[src/shared/sector_guard_pkg.sv]
// constants and types shared by the sector guard
// assumes a single clock domain and no bus other than the documented ports
package sector_guard_pkg;
   localparam int          SECTOR_COUNT      = 4;
   localparam int          BLOCK_ADDR_WIDTH  = 7;
   localparam int          BLOCKS_PER_SECTOR = 32;
   localparam int          SECTOR_SHIFT      = 5;
   localparam int          PASSWORD_WIDTH    = 32;
   // guard byte field positions
   localparam int          LOCK_BIT          = 0;
   localparam int          PROT_LSB          = 1;
   localparam int          LINK_LSB          = 3;
   localparam int          USED_BITS         = 5;
   // status byte word at system area byte address 0
   localparam logic [10:0] GUARD_BYTES_ADDR  = 11'h000;
   localparam logic [7:0]  GUARD_BYTE_RESET  = 8'h00;
   localparam logic [31:0] PASSWORD_RESET    = 32'h0000_0000;
   // protection codes
   localparam logic [1:0]  PROT_WR_PWD       = 2'h0;
   localparam logic [1:0]  PROT_OPEN         = 2'h1;
   localparam logic [1:0]  PROT_RW_PWD       = 2'h2;
   localparam logic [1:0]  PROT_RD_PWD       = 2'h3;
   localparam logic [1:0]  LINK_NONE         = 2'h0;

   typedef enum logic [2:0] {
      CMD_READ       = 3'h0,
      CMD_WRITE      = 3'h1,
      CMD_LOCK       = 3'h2,
      CMD_PRESENT    = 3'h3,
      CMD_WRITE_PWD  = 3'h4
   } rf_cmd_type;

   typedef enum logic [1:0] {
      ST_IDLE  = 2'b00,
      ST_EXEC  = 2'b01,
      ST_REPLY = 2'b11
   } guard_state_type;
endpackage

[src/verilog/rf_sector_password_guard.sv]
// sector access guard: guard bytes, three passwords, rf command checks, i2c access to guard bytes
// assumes the rf front end decodes commands and the i2c front end decodes device select and address
// memory itself sits outside; only access grants, refusals and guard bytes leave this block
// Summary of operation
// - one guard byte per sector, fixed fields
// - guard bytes reset to zero
// - unlocked sector allows read and write
// - locked sector obeys protection code table
// - link bits select no password or one
// - three passwords in separate slots one-three
// - password write stores word, active at once
// - password write needs valid presentation first
// - passwords reset to zero and active
// - lock loads bits four-one, sets lock
// - lock on locked sector gives error
// - match grants rights to linked sectors
// - mismatch revokes all granted rights
// - i2c reads free, writes need i2c password
// - guard bytes at system byte address zero
// - i2c write reinitialises sector rf access state
// - read with option flag returns guard byte
// - sector index is block address over 32
`timescale 1ns/1ps
`default_nettype none
module rf_sector_password_guard #(
   parameter int SECTORS = sector_guard_pkg::SECTOR_COUNT,
   parameter int PWD_W   = sector_guard_pkg::PASSWORD_WIDTH
) (
   input  wire logic                                         clk,
   input  wire logic                                         rst_n,
   // rf command port
   input  wire logic                                         rfCmdValid,
   input  wire sector_guard_pkg::rf_cmd_type                 rfCmd,
   input  wire logic [sector_guard_pkg::BLOCK_ADDR_WIDTH-1:0] rfBlockAddr,
   input  wire logic [1:0]                                   rfSlot,
   input  wire logic [PWD_W-1:0]                             rfData,
   input  wire logic                                         rfOptionFlag,
   output logic                                              rfCmdReady,
   output logic                                              rfDone,
   output logic                                              rfError,
   output logic                                              rfMemRead,
   output logic                                              rfMemWrite,
   output logic                                              rfGuardValid,
   output logic [7:0]                                        rfGuardByte,
   // i2c system area port
   input  wire logic                                         i2cAccess,
   input  wire logic                                         i2cWrite,
   input  wire logic                                         systemAreaSelect,
   input  wire logic [10:0]                                  i2cByteAddr,
   input  wire logic [3:0]                                   i2cByteEn,
   input  wire logic [31:0]                                  i2cWData,
   input  wire logic                                         i2cPasswordOk,
   output logic [31:0]                                       i2cRData,
   output logic                                              i2cAck
);

   // password slots one to three; slot zero is refused
   localparam int NSLOT = 3;

   // per-sector guard bytes and password-holder rights
   logic [7:0]         sectorGuardByte_r [SECTORS];
   logic [SECTORS-1:0] granted_r;
   // password store and which slot is presented
   logic [PWD_W-1:0]   password_r [NSLOT];
   logic [NSLOT-1:0]   presented_r;
   // command latched at the taking edge
   sector_guard_pkg::guard_state_type state_r;
   sector_guard_pkg::rf_cmd_type      cmd_r;
   logic [sector_guard_pkg::BLOCK_ADDR_WIDTH-1:0] addr_r;
   logic [1:0]         slot_r;
   logic [PWD_W-1:0]   data_r;
   logic               opt_r;

   // sector of a block address
   // top two address bits pick one of four sectors
   function automatic logic [1:0] sectorOf(input logic [sector_guard_pkg::BLOCK_ADDR_WIDTH-1:0] a);
      return a[sector_guard_pkg::SECTOR_SHIFT +: 2];
   endfunction

   // read permission of a guard byte given password right
   // 00 and 01 read freely, 10 and 11 need the right
   function automatic logic readOk(input logic [7:0] g, input logic right);
      logic [1:0] p;
      p = g[sector_guard_pkg::PROT_LSB +: 2];
      if (!g[sector_guard_pkg::LOCK_BIT]) begin
         return 1'b1;
      end
      if (p == sector_guard_pkg::PROT_RW_PWD || p == sector_guard_pkg::PROT_RD_PWD) begin
         return right;
      end
      return 1'b1;
   endfunction

   // write permission of a guard byte given password right
   // 01 writes freely, 11 never, 00 and 10 need the right
   function automatic logic writeOk(input logic [7:0] g, input logic right);
      logic [1:0] p;
      p = g[sector_guard_pkg::PROT_LSB +: 2];
      if (!g[sector_guard_pkg::LOCK_BIT]) begin
         return 1'b1;
      end
      case (p)
         sector_guard_pkg::PROT_OPEN:   return 1'b1;
         sector_guard_pkg::PROT_RD_PWD: return 1'b0;
         default:                       return right;
      endcase
   endfunction

   // decode of the latched command's sector and slot
   logic [1:0] curSector;
   logic [7:0] curGuard;
   logic       curRight;
   logic       slotLegal;
   logic       i2cHit;
   logic       i2cWr;
   assign curSector  = sectorOf(addr_r);
   assign curGuard   = sectorGuardByte_r[curSector];
   assign curRight   = granted_r[curSector];
   assign slotLegal  = (slot_r != 2'd0);
   assign i2cHit     = i2cAccess && systemAreaSelect && (i2cByteAddr == sector_guard_pkg::GUARD_BYTES_ADDR);
   assign i2cWr      = i2cHit && i2cWrite && i2cPasswordOk;
   // ready low from the taking edge until the reply has stood
   assign rfCmdReady = (state_r == sector_guard_pkg::ST_IDLE);

   // command capture and sequencing
   // reply is launched at the edge after the taking edge
   always_ff @(posedge clk or negedge rst_n) begin
      if (!rst_n) begin
         state_r <= sector_guard_pkg::ST_IDLE;
         cmd_r   <= sector_guard_pkg::CMD_READ;
         addr_r  <= '0;
         slot_r  <= 2'd0;
         data_r  <= '0;
         opt_r   <= 1'b0;
      end else begin
         case (state_r)
            // a command is looked at only while idle
            sector_guard_pkg::ST_IDLE: begin
               if (rfCmdValid) begin
                  cmd_r   <= rfCmd;
                  addr_r  <= rfBlockAddr;
                  slot_r  <= rfSlot;
                  data_r  <= rfData;
                  opt_r   <= rfOptionFlag;
                  state_r <= sector_guard_pkg::ST_EXEC;
               end
            end
            sector_guard_pkg::ST_EXEC:  state_r <= sector_guard_pkg::ST_REPLY;
            // reply state holds ready low one more cycle
            default:                    state_r <= sector_guard_pkg::ST_IDLE;
         endcase
      end
   end

   // execution decision and reply outputs
   always_ff @(posedge clk or negedge rst_n) begin
      if (!rst_n) begin
         rfDone       <= 1'b0;
         rfError      <= 1'b0;
         rfMemRead    <= 1'b0;
         rfMemWrite   <= 1'b0;
         rfGuardValid <= 1'b0;
         rfGuardByte  <= 8'h00;
      end else begin
         // every reply output except rfGuardByte is a one-cycle pulse
         rfDone       <= 1'b0;
         rfError      <= 1'b0;
         rfMemRead    <= 1'b0;
         rfMemWrite   <= 1'b0;
         rfGuardValid <= 1'b0;
         if (state_r == sector_guard_pkg::ST_EXEC) begin
            rfDone <= 1'b1;
            case (cmd_r)
               sector_guard_pkg::CMD_READ: begin
                  if (readOk(curGuard, curRight)) begin
                     rfMemRead    <= 1'b1;
                     rfGuardValid <= opt_r;
                     rfGuardByte  <= curGuard;
                  end else begin
                     rfError <= 1'b1;
                  end
               end
               sector_guard_pkg::CMD_WRITE: begin
                  if (writeOk(curGuard, curRight)) begin
                     rfMemWrite <= 1'b1;
                  end else begin
                     rfError <= 1'b1;
                  end
               end
               sector_guard_pkg::CMD_LOCK: begin
                  // a lock never opens memory
                  // relock is an error
                  rfError <= curGuard[sector_guard_pkg::LOCK_BIT];
               end
               sector_guard_pkg::CMD_PRESENT: begin
                  rfError <= !slotLegal || (password_r[slot_r - 2'd1] != data_r);
               end
               sector_guard_pkg::CMD_WRITE_PWD: begin
                  rfError <= !slotLegal || !presented_r[slot_r - 2'd1];
               end
               default: rfError <= 1'b1;
            endcase
         end
      end
   end

   // password slots and presentation state
   // a mismatch or slot zero drops every presentation
   always_ff @(posedge clk or negedge rst_n) begin
      if (!rst_n) begin
         for (int i = 0; i < NSLOT; i++) begin
            password_r[i] <= PWD_W'(sector_guard_pkg::PASSWORD_RESET);
         end
         presented_r <= '0;
      end else if (state_r == sector_guard_pkg::ST_EXEC && slotLegal) begin
         if (cmd_r == sector_guard_pkg::CMD_PRESENT) begin
            presented_r <= '0;
            if (password_r[slot_r - 2'd1] == data_r) begin
               presented_r[slot_r - 2'd1] <= 1'b1;
            end
         end else if (cmd_r == sector_guard_pkg::CMD_WRITE_PWD && presented_r[slot_r - 2'd1]) begin
            // ignored unless its own slot is presented
            // store, active at once
            password_r[slot_r - 2'd1] <= data_r;
         end
      end else if (state_r == sector_guard_pkg::ST_EXEC && cmd_r == sector_guard_pkg::CMD_PRESENT) begin
         presented_r <= '0;
      end
   end

   // guard bytes and per-sector rights
   // one process per sector so each byte has a single driver
   generate
      for (genvar s = 0; s < SECTORS; s++) begin : g_sector
         always_ff @(posedge clk or negedge rst_n) begin
            if (!rst_n) begin
               sectorGuardByte_r[s] <= sector_guard_pkg::GUARD_BYTE_RESET;
               granted_r[s]         <= 1'b0;
            end else if (i2cWr && i2cByteEn[s]) begin
               // i2c write wins over a same-cycle rf lock
               // upper bits forced zero
               sectorGuardByte_r[s] <= {3'b000, i2cWData[8*s +: sector_guard_pkg::USED_BITS]};
               granted_r[s]         <= 1'b0;
            end else if (state_r == sector_guard_pkg::ST_EXEC) begin
               // a locked byte is never changed from the rf side
               if (cmd_r == sector_guard_pkg::CMD_LOCK && curSector == 2'(s) &&
                   !curGuard[sector_guard_pkg::LOCK_BIT]) begin
                  // load bits, set lock
                  // protection and link come from data bits four to one
                  sectorGuardByte_r[s] <= {3'b000, data_r[sector_guard_pkg::LINK_LSB +: 2],
                                           data_r[sector_guard_pkg::PROT_LSB +: 2], 1'b1};
               end
               if (cmd_r == sector_guard_pkg::CMD_PRESENT) begin
                  // rights follow the link bits as they stand now
                  // link selects password
                  granted_r[s] <= slotLegal &&
                                  (password_r[slot_r - 2'd1] == data_r) &&
                                  (sectorGuardByte_r[s][sector_guard_pkg::LINK_LSB +: 2] == slot_r) &&
                                  (slot_r != sector_guard_pkg::LINK_NONE);
               end
            end
         end
      end
   endgenerate

   // i2c read data and acknowledge
   // ack only on a hit; a write also needs the i2c password
   always_ff @(posedge clk or negedge rst_n) begin
      if (!rst_n) begin
         i2cRData <= 32'h0000_0000;
         i2cAck   <= 1'b0;
      end else begin
         i2cAck <= i2cHit && (!i2cWrite || i2cPasswordOk);
         // reads always allowed
         // data are the guard bytes as they stand
         if (i2cHit && !i2cWrite) begin
            for (int k = 0; k < SECTORS; k++) begin
               i2cRData[8*k +: 8] <= sectorGuardByte_r[k];
            end
         end
      end
   end

endmodule
`default_nettype wire

[config.mk]
export PLATFORM = sky130hd
export DESIGN_NAME = rf_sector_password_guard
export DESIGN_NICKNAME = d
export VERILOG_FILES = /design/src/shared/sector_guard_pkg.sv /design/src/verilog/rf_sector_password_guard.sv
export SDC_FILE = /design/constraint.sdc
export NUM_CORES = 1
export LEC_CHECK = 0
export BUFFER_PORTS_ARGS = -buffer_cell sky130_fd_sc_hd__clkbuf_2
export CAP_MARGIN = 30
export CORE_MARGIN = 1
export CORE_UTILIZATION = 52
export DETAILED_ROUTE_END_ITERATION = 10
export PLACE_DENSITY = 0.88
export SYNTH_ARGS = -nofsm -noshare
export SYNTH_HDL_FRONTEND = slang
export SYNTH_SLANG_ARGS = --single-unit
[constraint.sdc]
create_clock -name clk -period 3 [get_ports clk]
set_clock_uncertainty 0.1 [all_clocks]
set_input_delay 0.45 -clock clk [delete_from_list [all_inputs] [get_ports clk]]
set_output_delay 0.45 -clock clk [all_outputs]
set_load 0.005 [all_outputs]
Yosys cells after proc, flatten, opt, wreduce, memory -nomap -nowiden
Index checks and enable logic that the tools add are counted.
{"block": "classes", "addsub": 1, "magnitude_cmp": 6, "eq_ne": 19, "mux": 78, "bitwise_logic": 3, "reduce_logical": 70}
{"operator": "$mux W8", "count": 14}
{"operator": "$bwmux W96", "count": 1}
{"operator": "$mux W32", "count": 3}
{"operator": "$bmux W32 S2", "count": 1}
{"operator": "$demux W32 S2", "count": 1}
{"operator": "$mux W1", "count": 46}
{"operator": "$eq A32 B32 Y1", "count": 1}
{"operator": "$logic_and A1 B1 Y1", "count": 32}
{"operator": "$ne A32 B32 Y1", "count": 1}
{"operator": "$reduce_bool A2 Y1", "count": 14}
{"operator": "$reduce_and A2 Y1", "count": 10}
{"operator": "$bmux W8 S2", "count": 1}
{"operator": "$mux W3", "count": 4}
{"operator": "$logic_not A11 Y1", "count": 1}
{"operator": "$eq A2 B2 Y1", "count": 4}
{"operator": "$eq A2 B2 Y1 const B", "count": 4}
{"operator": "$eq A2 B1 Y1 const B", "count": 3}
{"operator": "$eq A3 B2 Y1 const B", "count": 2}
{"operator": "$ge A3 B3 Y1 const B", "count": 2}
{"operator": "$lt A2 B3 Y1 const B", "count": 2}
{"operator": "$not A2 Y3", "count": 2}
{"operator": "$reduce_and A3 Y1", "count": 2}
{"operator": "$pmux W1 S5", "count": 1}
{"operator": "$bmux W1 S2", "count": 2}
{"operator": "16 further kinds", "count": 23}
{"block": "totals", "ff_bits": 228, "in_bits": 99, "output_inout_bits": 47, "wordCells": 203}

Longest topological paths before layout
{"block": "depth", "word_depth": 17, "depth_mapped": 14, "ltp_nobuf": 9}

Least setup slack after synthesis
No wires, ideal clock.
{"block": "synth_path", "kind": "reg2reg", "start": "register slot_r[0]", "end": "register rfError", "setup_ps": 121, "t_arrival_ps": 2774, "required_ps": 2779, "setup_slack_ps": 5, "path_stages_with_launch": 13, "path_buffers": 3, "period_less_slack_ps": 2995, "path_cell_list": "dfrtp_1 -> inv_1 -> clkbuf_1 -> ha_1 -> buf_6 -> buf_6 -> mux2_4 -> a22oi_2 -> xor2_1 -> nand2_1 -> nor4_4 -> nand4_4 -> a22o_1"}
{"block": "synth_between", "elab_chain_len": 9, "word_cells_on_any_way": 15, "cone_classes": "add/sub (1); eq/ne (1); mux (7); bitwise (1); reduce/logical (5)"}
{"element": "start: declaration", "line": "rf_sector_password_guard.sv:70", "text": "logic [1:0] slot_r;"}
{"element": "start signal: assignment", "line": "rf_sector_password_guard.sv:142", "text": "slot_r <= rfSlot;"}
{"element": "$sub A2 B1 Y2", "line": "rf_sector_password_guard.sv:196, rf_sector_password_guard.sv:199"}
{"element": "$not A2 Y3 (implied by the code)", "line": "rf_sector_password_guard.sv:196", "text": "rfError <= !slotLegal || (password_r[slot_r - 2'd1] != data_r);"}
{"element": "$bmux W32 S2", "line": "rf_sector_password_guard.sv:196"}
{"element": "$mux W32 (implied by the code) (2 in a row)", "line": "rf_sector_password_guard.sv:196"}
{"element": "$ne A32 B32 Y1", "line": "rf_sector_password_guard.sv:196"}
{"element": "$logic_or A1 B1 Y1", "line": "rf_sector_password_guard.sv:196"}
{"element": "$pmux W1 S5 *", "line": "rf_sector_password_guard.sv:173", "text": "case (cmd_r)"}
{"element": "$mux W1 *", "line": "rf_sector_password_guard.sv:171", "text": "if (state_r == sector_guard_pkg::ST_EXEC) begin"}
{"element": "end signal: assignment", "line": "rf_sector_password_guard.sv:193", "text": "rfError <= curGuard[sector_guard_pkg::LOCK_BIT];"}
{"element": "end signal: assignment", "line": "rf_sector_password_guard.sv:196"}
{"element": "end signal: assignment", "line": "rf_sector_password_guard.sv:199", "text": "rfError <= !slotLegal || !presented_r[slot_r - 2'd1];"}
{"element": "end: declaration", "line": "rf_sector_password_guard.sv:40", "text": "output logic rfError,"}
Every way passes the cells marked *; elsewhere a longest branch is shown, timed or not. The select of a mux whose other input is x is not followed.
A chain may end at the register's enable or synchronous reset.

Worst setup path in the final report
{"block": "layout_path", "start": "register slot_r[1]", "end": "register granted_r[3]"}
{"block": "layout_between", "elab_chain_len": 12, "word_cells_on_any_way": 14, "cone_classes": "add/sub (1); eq/ne (2); mux (6); bitwise (1); reduce/logical (4)"}
{"element": "$sub A2 B1 Y2", "line": "rf_sector_password_guard.sv:257", "text": "(password_r[slot_r - 2'd1] == data_r) &&"}
{"element": "$not A2 Y3 (implied by the code)", "line": "rf_sector_password_guard.sv:257"}
{"element": "$bmux W32 S2", "line": "rf_sector_password_guard.sv:257"}
{"element": "$mux W32 (implied by the code) (2 in a row)", "line": "rf_sector_password_guard.sv:257"}
{"element": "$eq A32 B32 Y1", "line": "rf_sector_password_guard.sv:257"}
{"element": "$logic_and A1 B1 Y1", "line": "rf_sector_password_guard.sv:256", "text": "granted_r[s] <= slotLegal &&"}
{"element": "$logic_and A1 B1 Y1", "line": "rf_sector_password_guard.sv:257"}
{"element": "$logic_and A1 B1 Y1 *", "line": "rf_sector_password_guard.sv:258", "text": "(sectorGuardByte_r[s][sector_guard_pkg::LINK_LSB +: 2] == slot_r) &&"}
{"element": "$mux W1 *", "line": "rf_sector_password_guard.sv:253", "text": "if (cmd_r == sector_guard_pkg::CMD_PRESENT) begin"}
{"element": "$mux W1 *", "line": "rf_sector_password_guard.sv:244", "text": "end else if (state_r == sector_guard_pkg::ST_EXEC) begin"}
{"element": "$mux W1 *", "line": "rf_sector_password_guard.sv:239", "text": "end else if (i2cWr && i2cByteEn[s]) begin"}
{"element": "end signal: indexed assignment", "line": "rf_sector_password_guard.sv:256"}
{"element": "end: declaration", "line": "rf_sector_password_guard.sv:62", "text": "logic [SECTORS-1:0] granted_r;"}
Marks and branches as above.

==> impl_metrics.json <==
{
  "run_status": "finished, final reports clean",
  "pin_count": 146,
  "final_common_cell": "dfrtp_1",
  "synth.top_cell.area_share_pct": 51.28,
  "synth-edff-count": 0,
  "synthTopCellsByArea": "dfrtp_1, mux2_2, mux2i_1, xnor2_1, buf_4",
  "clk-insertion-delay-late_ns": 0.43,
  "ctsLongestPathBuffers": 2,
  "final-max-slew-violation-count": 0,
  "clock_tree.root_cell": "clkbuf_16",
  "final_hold_viol_count": 0,
  "grt_pass1_vias": 6469,
  "timing.critical_path.fanout_max": 7,
  "cp-end-kind": "register",
  "initial_antenna_violation_count": 0,
  "max-slew-margin-rel_pct": 52.86,
  "syn_inst": 780,
  "ctsHtreeMaxLevel": 4,
  "synth-seq-cells": 196,
  "pin_count_of_the_biggest_net_entering_global_routing": 86,
  "die_h_um": 137.6,
  "effective_utilization_at_floorplan_pct": 53.06,
  "layout.cells.non_filler": 1128,
  "grt_overflow": 0,
  "synthArstFlopShare_pct": 100.0,
  "layout-drive-gt1-share_pct": 38.71,
  "hold_slack_final_ns": 0.1167,
  "dr_total_vias": 6548,
  "critPathRequiredTime_ns": 3.26,
  "tritoncts": "built",
  "worst_hold_path_type": "in2reg",
  "power.leakage_nw": 5.174,
  "first_iter_violations": 550,
  "drt-wirelength-per-cell_um": 19.00,
  "placed_cells_incl_taps": 1086,
  "firstDrtPassIters": 5,
  "yosys_warnings": 0,
  "fin_total_pwr_mw": 9.314,
  "drtAntennaViolNets": 0,
  "p_per_area_nw_per_um2": 840.7,
  "place.detailed.hpwl_mm": 14.08,
  "dominantRegCellSynth": "dfrtp_1",
  "max_freq_mhz": 350.1,
  "post_synth_instance_area_sq_um": 9564,
  "fin_crit_sh_pct": 95.20,
  "start_kind": "register",
  "std_cell_rows": 49,
  "yosysSeqAreaShare_pct": 51.28,
  "buffer_ports.inserted": 113,
  "totalWireLength_mm": 21.43,
  "die_w_um": 137.6,
  "detail_route.vias_per_cell": 5.805,
  "cts_made_buffers": 17,
  "finish.net_count": 992,
  "core_area_sq_um": 18020,
  "max_slew.worst_pin.slew_ns": 0.7071,
  "max_cap_violations": 0,
  "yosys.cell_types.count": 64,
  "worst_ep_arrival_time_ns": 3.12,
  "insertedDiodeCount": 0,
  "design.die.area_sq_um": 18940,
  "clkSlewWorstSetupHoldPaths_ns": 0.07,
  "wire_length_of_the_first_global_routing_pass_mm": 33.91,
  "crit_type": "reg2reg",
  "place_congestion": 0.8472,
  "syn2layout_area_growth_pct": 15.84,
  "mostFrequentLayoutCells": "dfrtp_1, mux2_2, clkbuf_2, mux2i_1, nand2_1",
  "post_route_minimum_period_ns": 2.856,
  "route.detailed.drc": 0,
  "placement.setup.worst_slack_ns": -0.004482,
  "cts.sinks": 196,
  "peakVddDrop_mv": 0.7443,
  "avgSynthCellArea_sq_um": 12.26,
  "all_layer_global_routing_usage_pct": 23.70,
  "timing.final.setup_violations": 0,
  "worst_slack_ns": 0.1440,
  "biggest_area_consumer_among_synthesized_cells": "dfrtp_1"
}
## critical path, stage by stage (launching register included)
cell and delay (ns):
dfrtp_1 0.36, inv_2 0.07, ha_4 0.32, buf_8 0.14, mux2i_2 0.22, xor2_1 0.21
nand3_1 0.10, o32a_1 0.42, a2111oi_4 0.36, nand4_4 0.18, buf_6 0.18, o21ai_1 0.13
## report_power, final
part	internal [mW]	switching (mW)	leakage (nW)
Combinational	1.66	1.60	2.35
Clock	1.25	0.951	0.274
Sequential	3.09	0.757	2.55
Total	6.01	3.31	5.17
## final timing paths
path                            from                   end  slack [ns]  cells past startpoint
setup / recovery           slot_r[1]          granted_r[3]        0.14                     11
hold / removal              i2cWrite                i2cAck        0.12                      2
setup reg to reg           slot_r[1]          granted_r[3]        0.14                     11
hold reg to reg                opt_r          rfGuardValid        0.38                      1
max in group asynchronous      rst_n  sectorGuardByte_r[1]        1.49                      3
min in group asynchronous      rst_n        password_r[78]        0.53                      2
## repair_timing
| action | 4_1_cts | 5_1_grt |
|---|---|---|
| endpoints found under the hold margin | 46 | 0 |
| cloned | 0 | 1 |
| pin swaps | 0 | 8 |
| setup buffers | 0 | 11 |
| endpoints found under the setup margin | 1 | 6 |
| resized for setup | 1 | 14 |
| hold buffers | 1 | 0 |
## flip-flops by register name (all words and copies together) (netlist names)
name               cells
slot_r                 2
i2cRData              20
granted_r              4
presented_r            3
cmd_r                  3
opt_r                  1
rfMemRead              1
rfError                1
sectorGuardByte_r     20
rfDone                 1
rfGuardValid           1
state_r                2
addr_r                 2
password_r            96
data_r                32
rfGuardByte            5
rfMemWrite             1
i2cAck                 1
## cell families (layout without fill, tap and decap cells)
family	count (synthesis)	count (layout)	synth area share, %
other cells	1	15	0.03921
buf+inv	87	192	4.853
flops	196	196	51.28
compound gates	107	107	7.287
mux	207	207	24.58
simple gates	138	138	7.771
xor+xnor	40	40	3.663
fa+ha+maj	4	4	0.5233
## final cells by class
type | instances | area (sq um)
tap | 229 | 286.5
clock inverter | 9 | 107.6
inverter | 17 | 63.81
fill | 1361 | 6945
multi-input combinational | 511 | 4294
timing repair buffer | 146 | 965.9
clock buffer | 20 | 456.7
sequential | 196 | 4905
## layer usage
layer  GRT usage, %  wire length [um]
met2          38.22             10530
met4          10.56               600
met3          3.900              1076
met1          31.45              9225
met5              0                 0
## synthesized netlist by cell type, drive strengths merged, types with 3 or more instances
cell type,instances
xnor2,26
nand2,41
buf,42
nor2,38
nor3b,3
clkbuf,28
nor3,5
dfrtp,196
a21oi,30
nand4,6
inv,17
mux4,6
a22oi,3
xor2,14
nor2b,5
a31oi,4
o22ai,9
mux2i,47
nand3,12
mux2,154
ha,4
o21ai,30
nand4b,4
o221ai,3
nor4,9
and2,6
## per-stage QoR
stage	TNS (ns)	area [sq um]	util, %
6_report	0	11080	61.47
5_1_grt	-0.1026	11080	61.47
3_3_place_gp	0	10330	57.32
2_1_floorplan	0	9617	-
3_5_place_dp	-0.004482	10330	57.32
4_1_cts	0	10910	60.52
Power figures use the tool's default switching activity.
